--- config.mk ---
export PLATFORM = sky130hd
export DESIGN_NAME = l2cic_top
export DESIGN_NICKNAME = d
export VERILOG_FILES = /design/src/core/l2cic_pkg.sv /design/src/core/l2cic_top.sv
export SDC_FILE = /design/constraint.sdc
export NUM_CORES = 1
export LEC_CHECK = 0
export BUFFER_PORTS_ARGS = -buffer_cell sky130_fd_sc_hd__buf_2
export CAP_MARGIN = 20
export CORE_MARGIN = 4
export CORE_UTILIZATION = 35
export CTS_BUF_LIST = sky130_fd_sc_hd__clkbuf_8
export CTS_CLUSTER_DIAMETER = 200
export DETAILED_ROUTE_END_ITERATION = 10
export MAX_ROUTING_LAYER = met4
export SETUP_SLACK_MARGIN = 0.5
export SLEW_MARGIN = 40
export SYNTH_ARGS = -nofsm -noshare
export SYNTH_HDL_FRONTEND = slang
export SYNTH_SLANG_ARGS = --single-unit
--- constraint.sdc ---
create_clock -name mclk_in -period 4.1 [get_ports mclk_in]
set_clock_uncertainty 0.1 [all_clocks]
set_input_delay 0.41 -clock mclk_in [delete_from_list [all_inputs] [get_ports mclk_in]]
set_output_delay 0.41 -clock mclk_in [all_outputs]
set_load 0.03 [all_outputs]
--- src/core/l2cic_pkg.sv ---
`default_nettype none
package l2cic_pkg;
    localparam logic [7:0] PICR_TWO_OFFSET = 8'hac;
    localparam int BYTE_DECODE_BIT = 25;
    localparam int FAST_MODE_BIT = 24;
    localparam int RAM_KIND_LSB = 22;
    localparam int WR_TIMING_LSB = 20;
    localparam int SNOOP_WS_LSB = 18;
    localparam int MOD_POL_BIT = 17;
    localparam int HIT_POL_BIT = 16;
    localparam int ADDR_ONLY_BIT = 14;
    localparam int HOLD_BIT = 13;
    localparam int INV_MODE_BIT = 12;
    localparam int SECONDARY_CACHE_ENABLE_BIT = 30;
    localparam logic [31:0] WRITABLE_MASK = 32'h43ff_7000;
    localparam logic [31:0] RESET_VALUE = 32'h000c_0000;
    localparam logic [1:0] RAM_SYNC_BURST = 2'h0;
    localparam logic [1:0] RAM_ASYNC = 2'h2;
    localparam logic [1:0] WT_NORMAL = 2'h1;
    localparam logic [1:0] WT_DELAYED = 2'h2;
    localparam logic [1:0] WT_EARLY = 2'h3;
    localparam logic [1:0] MP_NO_L2 = 2'h0;
    localparam logic [1:0] MP_MULTI = 2'h3;

    typedef struct packed {
        logic write_req;
        logic addr_only;
        logic snoop;
        logic burst_read_hit;
    } l2cic_bus_t;
endpackage
`default_nettype wire

--- src/core/l2cic_top.sv ---
// Summary of operation
// - Bit 25 set means byte-write decoding is done inside the device, clear means outside.
// - Fast-mode bit 24 at 0 allows back-to-back L2 burst read hits with no dead cycle.
// - Data RAM kind bits 23..22: 00 synchronous burst, 10 asynchronous, others reserved.
// - Write-timing code 01 gives normal write-enable timing and is the only asynchronous one.
// - Write-timing code 10 delays transfer acknowledge of a cache write by one cycle.
// - Write-timing code 11 asserts data RAM write enable in the same cycle as code 01, with transfer acknowledge.
// - Snoop wait bits 19..18 give 0 to 3 minimum address-phase wait clocks, reset 11.
// - Bit 17 sets active level of tag valid and dirty signals, 1 meaning active high.
// - Dirty pins used as second request and grant keep their own polarity.
// - Bit 16 sets active level of the hit input, 1 meaning active high, reset 0.
// - Bit 14 set makes the L2 ignore clean, flush and kill address-only transactions.
// - Bit 13 set holds tag address, tag valid and dirty out one clock after tag write ends.
// - Bit 12 set makes every bus transaction invalidate the tag entry it addresses.
// - The L2 is enabled only when its enable bit is set, the system has an L2 and the L2/MP config is not multiprocessor (11).
//
// The address-and-strobe port was decided locally.
`default_nettype none
module l2cic_top (
    input wire logic mclk_in,
    input wire logic sys_rst_in,
    input wire logic [7:0] addr_in,
    input wire logic [31:0] wdata_in,
    input wire logic wr_in,
    input wire logic rd_in,
    output logic [31:0] rdata_out,
    input wire logic [1:0] l2_mp_config_in,
    input wire l2cic_pkg::l2cic_bus_t bus_in,
    input wire logic hit_raw_in,
    input wire logic tag_valid_raw_in,
    input wire logic dirty_in_or_second_request_in,
    input wire logic tag_write_in,
    input wire logic [15:0] tag_addr_in,
    input wire logic tag_valid_in,
    input wire logic dirty_in,
    input wire logic second_grant_in,
    output logic secondary_cache_enable_out,
    output logic internal_byte_write_decode_out,
    output logic async_ram_out,
    output logic cfg_reserved_code_out,
    output logic hit_out,
    output logic tag_valid_hit_out,
    output logic dirty_hit_out,
    output logic second_request_out,
    output logic transfer_acknowledge_out,
    output logic data_ram_write_enable_out,
    output logic burst_dead_cycle_out,
    output logic snoop_aack_out,
    output logic addr_only_respond_out,
    output logic invalidate_out,
    output logic tag_write_enable_out,
    output logic [15:0] tag_addr_out,
    output logic tag_valid_out,
    output logic dirty_out_or_second_grant_out
);
    logic [31:0] cfg_reg;
    logic [1:0] snoop_cnt_reg;
    logic snoop_busy_reg;
    logic ta_pend_reg;
    logic prev_burst_reg;
    logic hold_now;
    logic [15:0] hold_addr_reg;
    logic hold_tv_reg;
    logic hold_dirty_reg;

    logic l2_on;
    logic [1:0] wt;
    logic mod_hi;
    logic multi;
    assign wt = cfg_reg[l2cic_pkg::WR_TIMING_LSB +: 2];
    assign mod_hi = cfg_reg[l2cic_pkg::MOD_POL_BIT];
    assign multi = (l2_mp_config_in == l2cic_pkg::MP_MULTI);
    assign l2_on = cfg_reg[l2cic_pkg::SECONDARY_CACHE_ENABLE_BIT]
        && (l2_mp_config_in != l2cic_pkg::MP_NO_L2) && !multi;

    // The hold window is the one cycle in which the registered tag write
    // enable is still high while the core has already dropped its request.
    // Asynchronous tag RAM latches on the negating edge, so address, valid
    // and dirty must not move in that cycle.
    assign hold_now = tag_write_enable_out && !tag_write_in
        && cfg_reg[l2cic_pkg::HOLD_BIT];

    ////////////////////////////////////////////////////////////////////////
    // Only implemented fields take writes; reserved bits stay zero.
    always_ff @(posedge mclk_in or posedge sys_rst_in) begin
        if (sys_rst_in) begin
            cfg_reg <= l2cic_pkg::RESET_VALUE;
        end else if (wr_in && addr_in == l2cic_pkg::PICR_TWO_OFFSET) begin
            cfg_reg <= wdata_in & l2cic_pkg::WRITABLE_MASK;
        end
    end

    always_ff @(posedge mclk_in or posedge sys_rst_in) begin
        if (sys_rst_in) begin
            rdata_out <= 32'h0000_0000;
        end else if (rd_in && addr_in == l2cic_pkg::PICR_TWO_OFFSET) begin
            rdata_out <= cfg_reg;
        end else begin
            rdata_out <= 32'h0000_0000;
        end
    end

    ////////////////////////////////////////////////////////////////////////
    always_ff @(posedge mclk_in or posedge sys_rst_in) begin
        if (sys_rst_in) begin
            secondary_cache_enable_out <= 1'b0;
            internal_byte_write_decode_out <= 1'b0;
            async_ram_out <= 1'b0;
            cfg_reserved_code_out <= 1'b0;
        end else begin
            secondary_cache_enable_out <= l2_on;
            internal_byte_write_decode_out <= cfg_reg[l2cic_pkg::BYTE_DECODE_BIT];
            async_ram_out <= (cfg_reg[l2cic_pkg::RAM_KIND_LSB +: 2]
                == l2cic_pkg::RAM_ASYNC);
            // Reserved RAM kinds and write codes, or a non-normal code on
            // asynchronous RAM, are flagged so firmware slips show up.
            cfg_reserved_code_out <= cfg_reg[l2cic_pkg::RAM_KIND_LSB]
                || (wt == 2'h0)
                || ((cfg_reg[l2cic_pkg::RAM_KIND_LSB +: 2] == l2cic_pkg::RAM_ASYNC)
                    && wt != l2cic_pkg::WT_NORMAL);
        end
    end

    ////////////////////////////////////////////////////////////////////////
    // Polarity: XNOR with the polarity bit yields an active-high internal view.
    always_ff @(posedge mclk_in or posedge sys_rst_in) begin
        if (sys_rst_in) begin
            hit_out <= 1'b0;
            tag_valid_hit_out <= 1'b0;
            dirty_hit_out <= 1'b0;
            second_request_out <= 1'b0;
        end else begin
            hit_out <= l2_on && (hit_raw_in ~^ cfg_reg[l2cic_pkg::HIT_POL_BIT]);
            tag_valid_hit_out <= tag_valid_raw_in ~^ mod_hi;
            dirty_hit_out <= !multi && (dirty_in_or_second_request_in ~^ mod_hi);
            second_request_out <= multi && dirty_in_or_second_request_in;
        end
    end

    ////////////////////////////////////////////////////////////////////////
    // Write timing: acknowledge and data RAM write enable for a cache write.
    always_ff @(posedge mclk_in or posedge sys_rst_in) begin
        if (sys_rst_in) begin
            ta_pend_reg <= 1'b0;
            transfer_acknowledge_out <= 1'b0;
            data_ram_write_enable_out <= 1'b0;
        end else begin
            ta_pend_reg <= bus_in.write_req && l2_on && wt == l2cic_pkg::WT_DELAYED;
            transfer_acknowledge_out <= (wt == l2cic_pkg::WT_DELAYED) ? ta_pend_reg
                : (bus_in.write_req && l2_on);
            // Early mode raises the write enable from the request in the same
            // cycle as the acknowledge beat, just as normal mode does.
            data_ram_write_enable_out <= (wt == l2cic_pkg::WT_EARLY)
                ? (bus_in.write_req && l2_on)
                : (ta_pend_reg || (bus_in.write_req && l2_on
                    && wt != l2cic_pkg::WT_DELAYED));
        end
    end

    always_ff @(posedge mclk_in or posedge sys_rst_in) begin
        if (sys_rst_in) begin
            prev_burst_reg <= 1'b0;
            burst_dead_cycle_out <= 1'b0;
        end else begin
            prev_burst_reg <= bus_in.burst_read_hit && l2_on;
            burst_dead_cycle_out <= prev_burst_reg && bus_in.burst_read_hit
                && cfg_reg[l2cic_pkg::FAST_MODE_BIT];
        end
    end

    ////////////////////////////////////////////////////////////////////////
    // Snoop address phase: acknowledge after the programmed wait count.
    always_ff @(posedge mclk_in or posedge sys_rst_in) begin
        if (sys_rst_in) begin
            snoop_cnt_reg <= 2'h0;
            snoop_busy_reg <= 1'b0;
            snoop_aack_out <= 1'b0;
        end else begin
            snoop_aack_out <= 1'b0;
            if (!snoop_busy_reg && bus_in.snoop && l2_on) begin
                if (cfg_reg[l2cic_pkg::SNOOP_WS_LSB +: 2] == 2'h0) begin
                    snoop_aack_out <= 1'b1;
                end else begin
                    snoop_busy_reg <= 1'b1;
                    snoop_cnt_reg <= cfg_reg[l2cic_pkg::SNOOP_WS_LSB +: 2] - 2'h1;
                end
            end else if (snoop_busy_reg) begin
                if (snoop_cnt_reg == 2'h0) begin
                    snoop_busy_reg <= 1'b0;
                    snoop_aack_out <= 1'b1;
                end else begin
                    snoop_cnt_reg <= snoop_cnt_reg - 2'h1;
                end
            end
        end
    end

    always_ff @(posedge mclk_in or posedge sys_rst_in) begin
        if (sys_rst_in) begin
            addr_only_respond_out <= 1'b0;
            invalidate_out <= 1'b0;
        end else begin
            addr_only_respond_out <= bus_in.addr_only && l2_on
                && !cfg_reg[l2cic_pkg::ADDR_ONLY_BIT];
            // Invalidate mode works with the cache still disabled so that
            // firmware can clear the tags before turning it on.
            invalidate_out <= cfg_reg[l2cic_pkg::INV_MODE_BIT]
                && (bus_in.write_req || bus_in.addr_only || bus_in.snoop
                    || bus_in.burst_read_hit);
        end
    end

    ////////////////////////////////////////////////////////////////////////
    // Tag write: outputs follow the core, or hold one clock after the enable drops.
    always_ff @(posedge mclk_in or posedge sys_rst_in) begin
        if (sys_rst_in) begin
            hold_addr_reg <= 16'h0000;
            hold_tv_reg <= 1'b0;
            hold_dirty_reg <= 1'b0;
            tag_write_enable_out <= 1'b0;
            tag_addr_out <= 16'h0000;
            tag_valid_out <= 1'b0;
            dirty_out_or_second_grant_out <= 1'b0;
        end else begin
            tag_write_enable_out <= tag_write_in;
            // The last written values are captured on every write cycle, so the
            // hold window always replays the final beat of the tag write.
            if (tag_write_in) begin
                hold_addr_reg <= tag_addr_in;
                hold_tv_reg <= tag_valid_in;
                hold_dirty_reg <= dirty_in;
            end
            if (hold_now) begin
                tag_addr_out <= hold_addr_reg;
                tag_valid_out <= hold_tv_reg ~^ mod_hi;
            end else begin
                tag_addr_out <= tag_addr_in;
                tag_valid_out <= tag_valid_in ~^ mod_hi;
            end
            if (multi) begin
                dirty_out_or_second_grant_out <= second_grant_in;
            end else if (hold_now) begin
                dirty_out_or_second_grant_out <= hold_dirty_reg ~^ mod_hi;
            end else begin
                dirty_out_or_second_grant_out <= dirty_in ~^ mod_hi;
            end
        end
    end
endmodule
`default_nettype wire

==> results.json, run 1 <==
{
  "outcome": "finished, final reports clean",
  "setup_viol": 0,
  "post-route-cell-area_mm2": 0.00417,
  "muxShareOfSynthArea_pct": 18.2,
  "fillers": 887,
  "synthSimpleGateAreaFrac_pct": 9.60,
  "min_path_type": "in -> reg",
  "antenna_found_initial": 0,
  "cp-end-kind": "asynchronous set/reset pin",
  "yosysUniqueCellTypes": 39,
  "use_met1_pct": 14.9,
  "critical_path_class": "in -> async",
  "drv_slew": 0,
  "track_usage_pct": 12.2,
  "finalCritPeriodShare_pct": 38.3,
  "startpoint": "sys_rst_in",
  "gp_congestion": 0.718,
  "placed_area_mm2": 0.00395,
  "die_area_mm2": 0.0113,
  "tritoncts": "yes",
  "synth_top_family_by_area": "multiplexers",
  "grt-busiest-layer": "met2",
  "r2r_end": "dirty_out_or_second_grant_out$_DFF_PP0_",
  "grt_pass1_wl_um": 10500,
  "rows": 35,
  "drt-vias-per-instance": 4.32,
  "r2r-start": "cfg_reg[13]$_DFFE_PP0P_",
  "dp_hpwl_um": 4640,
  "power_density_mw_per_mm2": 409,
  "cts_inserted_buffers": 9,
  "synth_area_mm2": 0.00339,
  "ctsRootBufferMaster": "clkbuf_8",
  "synth_largest_area_cell": "dfrtp_1",
  "start_util_pct": 36.3,
  "ant_nets": 0,
  "r2r_slack_ps": 2680,
  "grt_use_met3_pct": 4.55,
  "synth_xor_area_share_pct": 1.51,
  "ys_seq_area_share_pct": 62.1,
  "num_antenna_cells": 0,
  "synthCells": 229,
  "grt_max_degree": 56,
  "cp-endpoint": "cfg_reg[19]$_DFFE_PP1P_",
  "routed_wl_um": 6500,
  "first_global_vias": 2110,
  "grt_remaining_overflow": 0,
  "die_x_um": 106,
  "synthAdderAreaFrac_pct": 0,
  "power_mw": 1.71,
  "drtIter0Drc": 50,
  "setup_tns_ps": 0,
  "drc": 0,
  "max_freq_mhz": 637,
  "clk_pin_slew_ps": 90,
  "wire_per_inst_um": 13.9,
  "core_mm2": 0.00933,
  "met2_usage_pct": 19.3,
  "rsz0062_at_grt": "false",
  "clock_latency_ps": 340,
  "synth.top_cell.area_share_pct": 60.5,
  "drive_gt1_share_pct": 51.8,
  "regArea_mm2": 0.00210,
  "postSynthAreaPerCell_um2": 14.8,
  "leakage_nw": 2.19,
  "clock-sinks": 84,
  "dr.pass1.iters": 4,
  "vias": 2026,
  "hold_viol": 0,
  "synth_compound_area_share_pct": 2.36,
  "yosysWarnings": 0,
  "multi_input_area_mm2": 0.00114,
  "r2r_cells": 3,
  "htreeDepth": 3,
  "nNetsFinal": 408,
  "cp-start-kind": "input pin",
  "synth-seq-cells": 84,
  "synthToLayoutAreaGrowth_pct": 23.0,
  "cp.required_ps": 4460,
  "fp.dieH_um": 106,
  "worst_ep_arrival_time_ps": 1930,
  "fin_crit_ps": 1570,
  "cp_max_fo": 55,
  "maxCapViolCount": 0,
  "synthTopCellsByArea": "dfrtp_1, mux2_2, mux2_4, buf_4, and2_1",
  "vdd_ir_drop_max_mv": 0.201,
  "fin_util_pct": 44.7,
  "cts_buffer_depth": 2,
  "io_pins": 138,
  "port_buffers": 101
}
cells in the final DEF (no fill, tap or decap), types with 3 or more instances in the layout:
cell type and count:
inv_1 5, nand2_1 5, nor2b_1 3, xor2_1 3
dfrtp_1 82, buf_2 101, mux2i_1 4, and2_1 15
clkbuf_8 9, conb_1 18, mux2_2 38, nand2b_1 3
and3_1 4, mux2_4 10, a21oi_1 3, nor2_1 4
power by group:
group / switching, mW / internal, mW / leakage, nW
combinational: 0.109 / 0.0713 / 1.01
sequential: 0.0211 / 0.869 / 1.07
clock: 0.294 / 0.342 / 0.115
total: 0.424 / 1.28 / 2.19
worst max-delay path, cell delays in order:
cell and delay [ps]:
dlygate4sd3_1 540, buf_2 140, clkinv_4 340, buf_4 450
worst min path at each step:
stage                       startpoint                                  endpoint  slack, ps  depth (start not counted)
2_1_floorplan  cfg_reg[25]$_DFFE_PP0P_  internal_byte_write_decode_out$_DFF_PP0_        270                          0
3_3_place_gp   cfg_reg[25]$_DFFE_PP0P_  internal_byte_write_decode_out$_DFF_PP0_        280                          0
3_5_place_dp   cfg_reg[25]$_DFFE_PP0P_  internal_byte_write_decode_out$_DFF_PP0_        300                          0
4_1_cts               tag_valid_raw_in               tag_valid_hit_out$_DFF_PP0_        130                          2
5_1_grt               tag_valid_raw_in               tag_valid_hit_out$_DFF_PP0_        140                          2
6_report              tag_valid_raw_in               tag_valid_hit_out$_DFF_PP0_        150                          2
routing by layer:
layer / vias up / part of all wire [%]
met3: 9 / 6.9
li1: 956 / -
met5: - / 0
met1: 992 / 43
met4: 0 / 1.3
met2: 69 / 49
synthesized netlist by cell type (all sizes together):
| cell | n |
|---|---|
| dfrtp | 82 |
| mux2 | 48 |
| buf | 23 |
| and2 | 15 |
| inv | 5 |
| nand2 | 5 |
| and3 | 4 |
| mux2i | 4 |
| nor2 | 4 |
| xor2 | 4 |
| a21oi | 3 |
| nand2b | 3 |
| nor2b | 3 |
| and4b | 2 |
| and4bb | 2 |
| clkbuf | 2 |
| dfstp | 2 |
| nand3 | 2 |
| nand4 | 2 |
| o21ai | 2 |
| a221oi | 1 |
| a32oi | 1 |
| and3b | 1 |
| conb | 1 |
| nand3b | 1 |
| nor3b | 1 |
| nor4 | 1 |
| o21bai | 1 |
| o22ai | 1 |
| o31ai | 1 |
| o41a | 1 |
| xnor2 | 1 |
per-stage QoR:
step                cells  hold WS (ps)  setup WS (ps)
global route          469           141           2370
global placement      452           281           2180
detailed placement    452           300           2190
CTS                   469           134           2510
floorplan             246           266           1430
finish                469           150           2530
cell families after synthesis:
kind of cell / after synthesis
flip-flops: 84
multiplexers: 52
AND/OR/NAND/NOR: 46
buffers and inverters: 30
AO/OA/AOI/OAI: 11
XOR/XNOR: 5
other: 1
what timing repair did:
item	in CTS	in global routing
hold endpoints to repair	14	0
hold buffers	1	0
gates resized for setup	0	0
setup buffers	0	0
layout make-up:
type	instances	area share, %
Multi-Input combinational cell	132	27.4
Tap cell	129	3.87
Clock inverter	7	2.19
Timing Repair Buffer	103	12.5
Sequential cell	84	50.5
Inverter	5	0.570
Clock buffer	9	2.97
Power figures use the tool's default switching activity.
==> run 2, diff against run 1 <==
Clock period 4.1 ns to 1.4 ns, I/O delays scaled along.
==> results.json, run 2 <==
{
  "dp_slack_ps": -32.3,
  "track_usage_pct": 13.3,
  "firstError": "[ERROR DRT-0255] Maze Route cannot find path of net mclk_in in worker of routeBox ( 96600 0 ) ( 106410 48300 ).",
  "die_x_um": 106,
  "synthCells": 229,
  "grt_pass1_wl_um": 11600,
  "synth.most_common_cell": "dfrtp_1",
  "rows": 35,
  "synth_largest_area_cell": "dfrtp_1",
  "io_pins": 138,
  "clock-sinks": 84,
  "ys_seq_area_share_pct": 62.1,
  "gp_congestion": 0.740,
  "grt_remaining_overflow": 0,
  "synth_area_mm2": 0.00339,
  "postSynthAreaPerCell_um2": 14.8,
  "cts_inserted_buffers": 9,
  "dp_hpwl_um": 4630,
  "lastStage": "5_2_route",
  "yosysUniqueCellTypes": 39,
  "fp.dieH_um": 106,
  "first_global_vias": 2409,
  "placed_area_mm2": 0.00409,
  "ys.flop_type": "dfrtp_1",
  "ys_top_cells_by_count": "dfrtp_1, mux2_2, buf_4, and2_1, mux2_4",
  "worstEpCategory": "register input",
  "outcome": "did not finish",
  "ctsRootBufferMaster": "clkbuf_8",
  "synth.top_cell.area_share_pct": 60.5,
  "dp_cells": 456,
  "worst_endpoint": "dirty_out_or_second_grant_out$_DFF_PP0_/D",
  "synthTopCellsByArea": "dfrtp_1, mux2_2, mux2_4, buf_4, and2_1",
  "antenna_found_initial": 0,
  "synth_edf_count": 0,
  "port_buffers": 101,
  "start_util_pct": 36.3,
  "async_flop_share_pct": 100,
  "cts_buffer_depth": 2,
  "synth-seq-cells": 84,
  "htreeDepth": 3,
  "yosysWarnings": 0,
  "grt_max_degree": 85
}
[run 2: cell counts after synthesis]
Identical to the previous run, type by type.
[run 2: stage by stage]
stage	util, %	setup TNS [ps]
after floorplan	-	0
after global placement	43.8	-219
after detailed placement	43.8	-264
after CTS	54.1	0
after global routing	55.0	0
[run 2: timing repair]
action                                  4_1_cts  5_1_grt
resized for setup                           104       27
pin swaps                                     3        4
endpoints found under the setup margin       91      107
cloned                                        0        0
setup buffers                                 6        0
hold endpoints to repair                    143       90
hold buffers                                 39        2
[run 2: cell families after synthesis]
kind of cell | after synthesis | share of synthesized area (%)
XOR/XNOR | 5 | 1.51
other | 1 | 0.111
flip-flops | 84 | 62.1
AO/OA/AOI/OAI | 11 | 2.36
AND/OR/NAND/NOR | 46 | 9.60
multiplexers | 52 | 18.2
buffers and inverters | 30 | 6.09
[run 2: metal layers]
layer  global-route usage (%)
met4                     4.93
met1                     15.8
met3                     3.46
met2                     22.0
met5                        -
==> run 3, diff against run 2 <==
Settings changed: CORE_UTILIZATION 35 to 20, CTS_BUF_LIST sky130_fd_sc_hd__clkbuf_8 to default, CTS_CLUSTER_DIAMETER 200 to default, MAX_ROUTING_LAYER met4 to default, PLACE_DENSITY_LB_ADDON from default to 0.15, SETUP_SLACK_MARGIN 0.5 to default.
Clock period 1.4 ns to 1.8 ns, I/O delays scaled along.
==> results.json, run 3 (synthesis gave the netlist of run 1 again) <==
{
  "cp_max_fo": 2,
  "cts_inserted_buffers": 9,
  "holdPathStages": 2,
  "tritoncts": "yes",
  "r2r_slack_ps": 300,
  "min_from": "l2_mp_config_in[1]",
  "drt-vias-per-instance": 3.67,
  "r2r_end": "dirty_out_or_second_grant_out$_DFF_PP0_",
  "drtIter0Drc": 74,
  "drive_gt1_share_pct": 47.8,
  "critical_path_class": "in -> reg",
  "dp_cells": 548,
  "setup_tns_ps": 0,
  "worst-path-buf-inv": 3,
  "track_usage_pct": 8.47,
  "grt_remaining_overflow": 0,
  "cts_buffer_depth": 2,
  "htreeDepth": 3,
  "hold_path_end": "dirty_hit_out$_DFF_PP0_",
  "rsz0062_at_grt": "false",
  "cpMaxStageDelayCell": "dlygate4sd3_1",
  "max_freq_mhz": 627,
  "drc": 0,
  "port_buffers": 101,
  "num_antenna_cells": 0,
  "drv_slew": 0,
  "die_area_mm2": 0.0191,
  "vias": 2205,
  "routed_wl_um": 7670,
  "outcome": "finished, final reports clean",
  "setup_viol": 0,
  "rows": 47,
  "worst_ep_arrival_time_ps": 1710,
  "cp-start-kind": "input pin",
  "fin_cells": 601,
  "clock_latency_ps": 340,
  "io_pins": 138,
  "hold_viol": 0,
  "multi_input_area_mm2": 0.00114,
  "fin_hold_ws_ps": 14.2,
  "r2r_cells": 3,
  "synthToLayoutAreaGrowth_pct": 41.7,
  "die_x_um": 138,
  "regArea_mm2": 0.00210,
  "finalCritPeriodShare_pct": 88.6,
  "slowest_delay_ps": 570,
  "clock-sinks": 84,
  "cp-end-kind": "register",
  "min_path_type": "in -> reg",
  "start_util_pct": 20.4,
  "cp_common_cell": "dlygate4sd3_1",
  "vdd_ir_drop_max_mv": 0.418,
  "core_mm2": 0.0166,
  "gp_congestion": 0.685,
  "wire_per_inst_um": 12.8,
  "cp.required_ps": 1920,
  "fp.dieH_um": 138,
  "dr.pass1.iters": 3,
  "fillers": 1746,
  "first_global_vias": 2424,
  "maxCapViolCount": 0,
  "grt_max_degree": 33,
  "nNetsFinal": 449,
  "leakage_nw": 2.41,
  "ant_nets": 0,
  "grt_pass1_wl_um": 12900,
  "power_density_mw_per_mm2": 927,
  "final_cell_mix": "buf_2, dfrtp_1, mux2_2",
  "clk_pin_slew_ps": 70,
  "final_common_cell": "buf_2",
  "ctsRootBufferMaster": "clkbuf_16",
  "dp_hpwl_um": 5390,
  "antenna_found_initial": 0,
  "cp_cell_sequence": "dlygate4sd3_1, buf_2, o41a_1, dlygate4sd3_1",
  "power_mw": 4.45,
  "post_cts_buffers": 0,
  "cp_top_family": "buffers and inverters",
  "fin_crit_ps": 1590,
  "r2r-start": "cfg_reg[13]$_DFFE_PP0P_"
}
[run 3: metal layers]
layer,vias up,share of wire [%],global-route usage [%]
li1,1043,-,-
met1,1076,44,10.9
met2,76,47,12.7
met3,10,6.9,3.14
met4,0,2.0,3.90
met5,-,0,0
[run 3: per-stage QoR]
step	setup slack (ps)	area, µm²	utilization, %
after floorplan	414	3460	-
after global placement	287	4120	24.8
after detailed placement	270	4120	24.8
after CTS	252	4800	29.0
after global routing	140	4800	29.0
final	205	4800	29.0
[run 3: worst max path at each step]
stage | start | end | slack [ps] | cells after the start
6_report | bus_in[2] | invalidate_out$_DFF_PP0_ | 210 | 4
5_1_grt | cfg_reg[13]$_DFFE_PP0P_ | dirty_out_or_second_grant_out$_DFF_PP0_ | 140 | 3
4_1_cts | bus_in[2] | invalidate_out$_DFF_PP0_ | 250 | 4
3_5_place_dp | addr_in[0] | cfg_reg[25]$_DFFE_PP0P_ | 270 | 4
3_3_place_gp | addr_in[0] | cfg_reg[14]$_DFFE_PP0P_ | 290 | 4
2_1_floorplan | tag_write_enable_out$_DFF_PP0_ | tag_addr_out[10]$_DFF_PP0_ | 410 | 3
[run 3: final cells by class]
type	instances	share of cell area, %
Sequential cell	84	43.8
Inverter	5	0.469
Timing Repair Buffer	144	19.7
Clock buffer	11	5.26
Clock inverter	5	1.25
Multi-Input combinational cell	132	23.8
Tap cell	220	5.73
[run 3: repair_timing]
action	4_1_cts	5_1_grt
hold endpoints to repair	64	0
resized for setup	0	0
hold buffers	37	0
[run 3: power breakdown]
part | leakage [nW] | switching (mW) | internal (mW)
Combinational | 1.19 | 0.266 | 0.225
Sequential | 1.07 | 0.0485 | 1.98
Clock | 0.152 | 0.780 | 1.15
Total | 2.41 | 1.09 | 3.36
==> run 4, diff against run 3 <==
Settings changed: RECOVER_POWER from default to 100.
==> results.json, run 4 (synthesis gave the netlist of run 1 again) <==
{
  "outcome": "finished, final reports clean",
  "wire_per_inst_um": 12.8,
  "cp-start-kind": "input pin",
  "power_density_mw_per_mm2": 949,
  "r2r_cells": 3,
  "rows": 47,
  "rsz0062_at_grt": "false",
  "grt_max_degree": 33,
  "worst-path-buf-inv": 2,
  "power_mw": 4.42,
  "cpMaxStageDelayCell": "dlygate4sd3_1",
  "worst_ep_arrival_time_ps": 1720,
  "nNetsFinal": 449,
  "io_pins": 138,
  "fin_util_pct": 28.1,
  "dp_cells": 548,
  "ctsRootBufferMaster": "clkbuf_16",
  "cp-end-kind": "register",
  "dr.pass1.iters": 4,
  "hold_viol": 0,
  "port_buffers": 101,
  "holdPathStages": 3,
  "cts_buffer_depth": 2,
  "cts_inserted_buffers": 9,
  "grt_pass1_wl_um": 12900,
  "drtIter0Drc": 78,
  "cp_max_fo": 5,
  "finalCritPeriodShare_pct": 87.8,
  "fin_cells": 601,
  "core_mm2": 0.0166,
  "fp.dieH_um": 138,
  "clock-sinks": 84,
  "cp_top_family": "buffers and inverters",
  "vdd_ir_drop_max_mv": 0.417,
  "tritoncts": "yes",
  "drive_gt1_share_pct": 31.2,
  "htreeDepth": 3,
  "track_usage_pct": 8.47,
  "vias": 2199,
  "min_path_type": "in -> reg",
  "regArea_mm2": 0.00210,
  "final_common_cell": "dfrtp_1",
  "gp_congestion": 0.685,
  "fin_crit_ps": 1580,
  "slowest_delay_ps": 520,
  "tightest_slew_ps": 1220,
  "start_util_pct": 20.4,
  "cts_resized": 0,
  "min_from": "hit_raw_in",
  "die_area_mm2": 0.0191,
  "die_x_um": 138,
  "r2r_end": "dirty_out_or_second_grant_out$_DFF_PP0_",
  "dp_hpwl_um": 5390,
  "r2r_slack_ps": 290,
  "ant_nets": 0,
  "cp_cell_sequence": "dlygate4sd3_1, clkbuf_1, xor2_2, nand4_2, o31ai_1",
  "r2r-start": "cfg_reg[13]$_DFFE_PP0P_",
  "grt_remaining_overflow": 0,
  "leakage_nw": 2.18,
  "slew-limit-headroom_pct": 18.5,
  "setup_viol": 0,
  "clk_pin_slew_ps": 60,
  "routed_wl_um": 7710,
  "final_cell_mix": "dfrtp_1, clkbuf_1, buf_2",
  "drv_slew": 0,
  "worst_slack_ps": 220,
  "num_antenna_cells": 0,
  "dp_slack_ps": 270,
  "hold_path_end": "hit_out$_DFF_PP0_",
  "setup_tns_ps": 0,
  "maxCapViolCount": 0,
  "first_global_vias": 2424,
  "fillers": 1790,
  "drt-vias-per-instance": 3.66,
  "synthToLayoutAreaGrowth_pct": 37.5,
  "antenna_found_initial": 0,
  "multi_input_area_mm2": 0.00109,
  "clock_latency_ps": 340,
  "drc": 0,
  "cp.required_ps": 1940,
  "critical_path_class": "in -> reg",
  "max_freq_mhz": 633
}
run 4: changes by cell type in the layout (fill, tap and decap cells not counted), sizes merged:
cell	change
buf	-55
clkbuf	+55
run 4: worst reg2reg max path, delay by kind of cell (launching register included):
| kind | cells | cell delay [ps] |
|---|---|---|
| flops | 1 | 440 |
| simple gates | 3 | 880 |
run 4: worst max path at each step:
stage / slack (ps) / startpoint / cells after the start / to
2_1_floorplan: 410 / tag_write_enable_out$_DFF_PP0_ / 3 / tag_addr_out[10]$_DFF_PP0_
3_3_place_gp: 290 / addr_in[0] / 4 / cfg_reg[14]$_DFFE_PP0P_
3_5_place_dp: 270 / addr_in[0] / 4 / cfg_reg[25]$_DFFE_PP0P_
4_1_cts: 250 / bus_in[2] / 4 / invalidate_out$_DFF_PP0_
5_1_grt: 90 / sys_rst_in / 4 / cfg_reg[18]$_DFFE_PP1P_
6_report: 220 / l2_mp_config_in[0] / 5 / snoop_aack_out$_DFF_PP0_
run 4: layout make-up:
cell class                 count  share of cell area, %
clock inverter                 5                   1.29
clock buffer                  11                   5.42
tap                          220                   5.91
multi-input combinational    132                   23.5
timing repair buffer         144                   18.3
inverter                       5                  0.430
sequential                    84                   45.2
run 4: what timing repair did:
| item | 4_1_cts | 5_1_grt |
|---|---|---|
| hold buffers | 37 | 0 |
| setup buffers | 0 | 0 |
| endpoints found under the hold margin | 64 | 0 |
run 4: power by group:
part	total (mW)	switching [mW]	internal, mW
Sequential	2.03	0.0492	1.98
Clock	1.93	0.778	1.15
Combinational	0.462	0.263	0.199
Total	4.42	1.09	3.33
run 4: routing by layer:
metal / wire (µm) / global-route usage (%) / up-vias
met5: 0 / 0 / -
met4: 156 / 3.90 / 0
li1: - / - / 1042
met3: 544 / 3.14 / 10
met2: 3630 / 12.7 / 77
met1: 3380 / 10.9 / 1070
run 4: stage by stage:
| step | cell area, µm² | hold WS (ps) |
|---|---|---|
| global placement | 4120 | 126 |
| finish | 4660 | 13.5 |
| global route | 4660 | 14.0 |
| floorplan | 3460 | 111 |
| detailed placement | 4120 | 129 |
| CTS | 4800 | 0.211 |
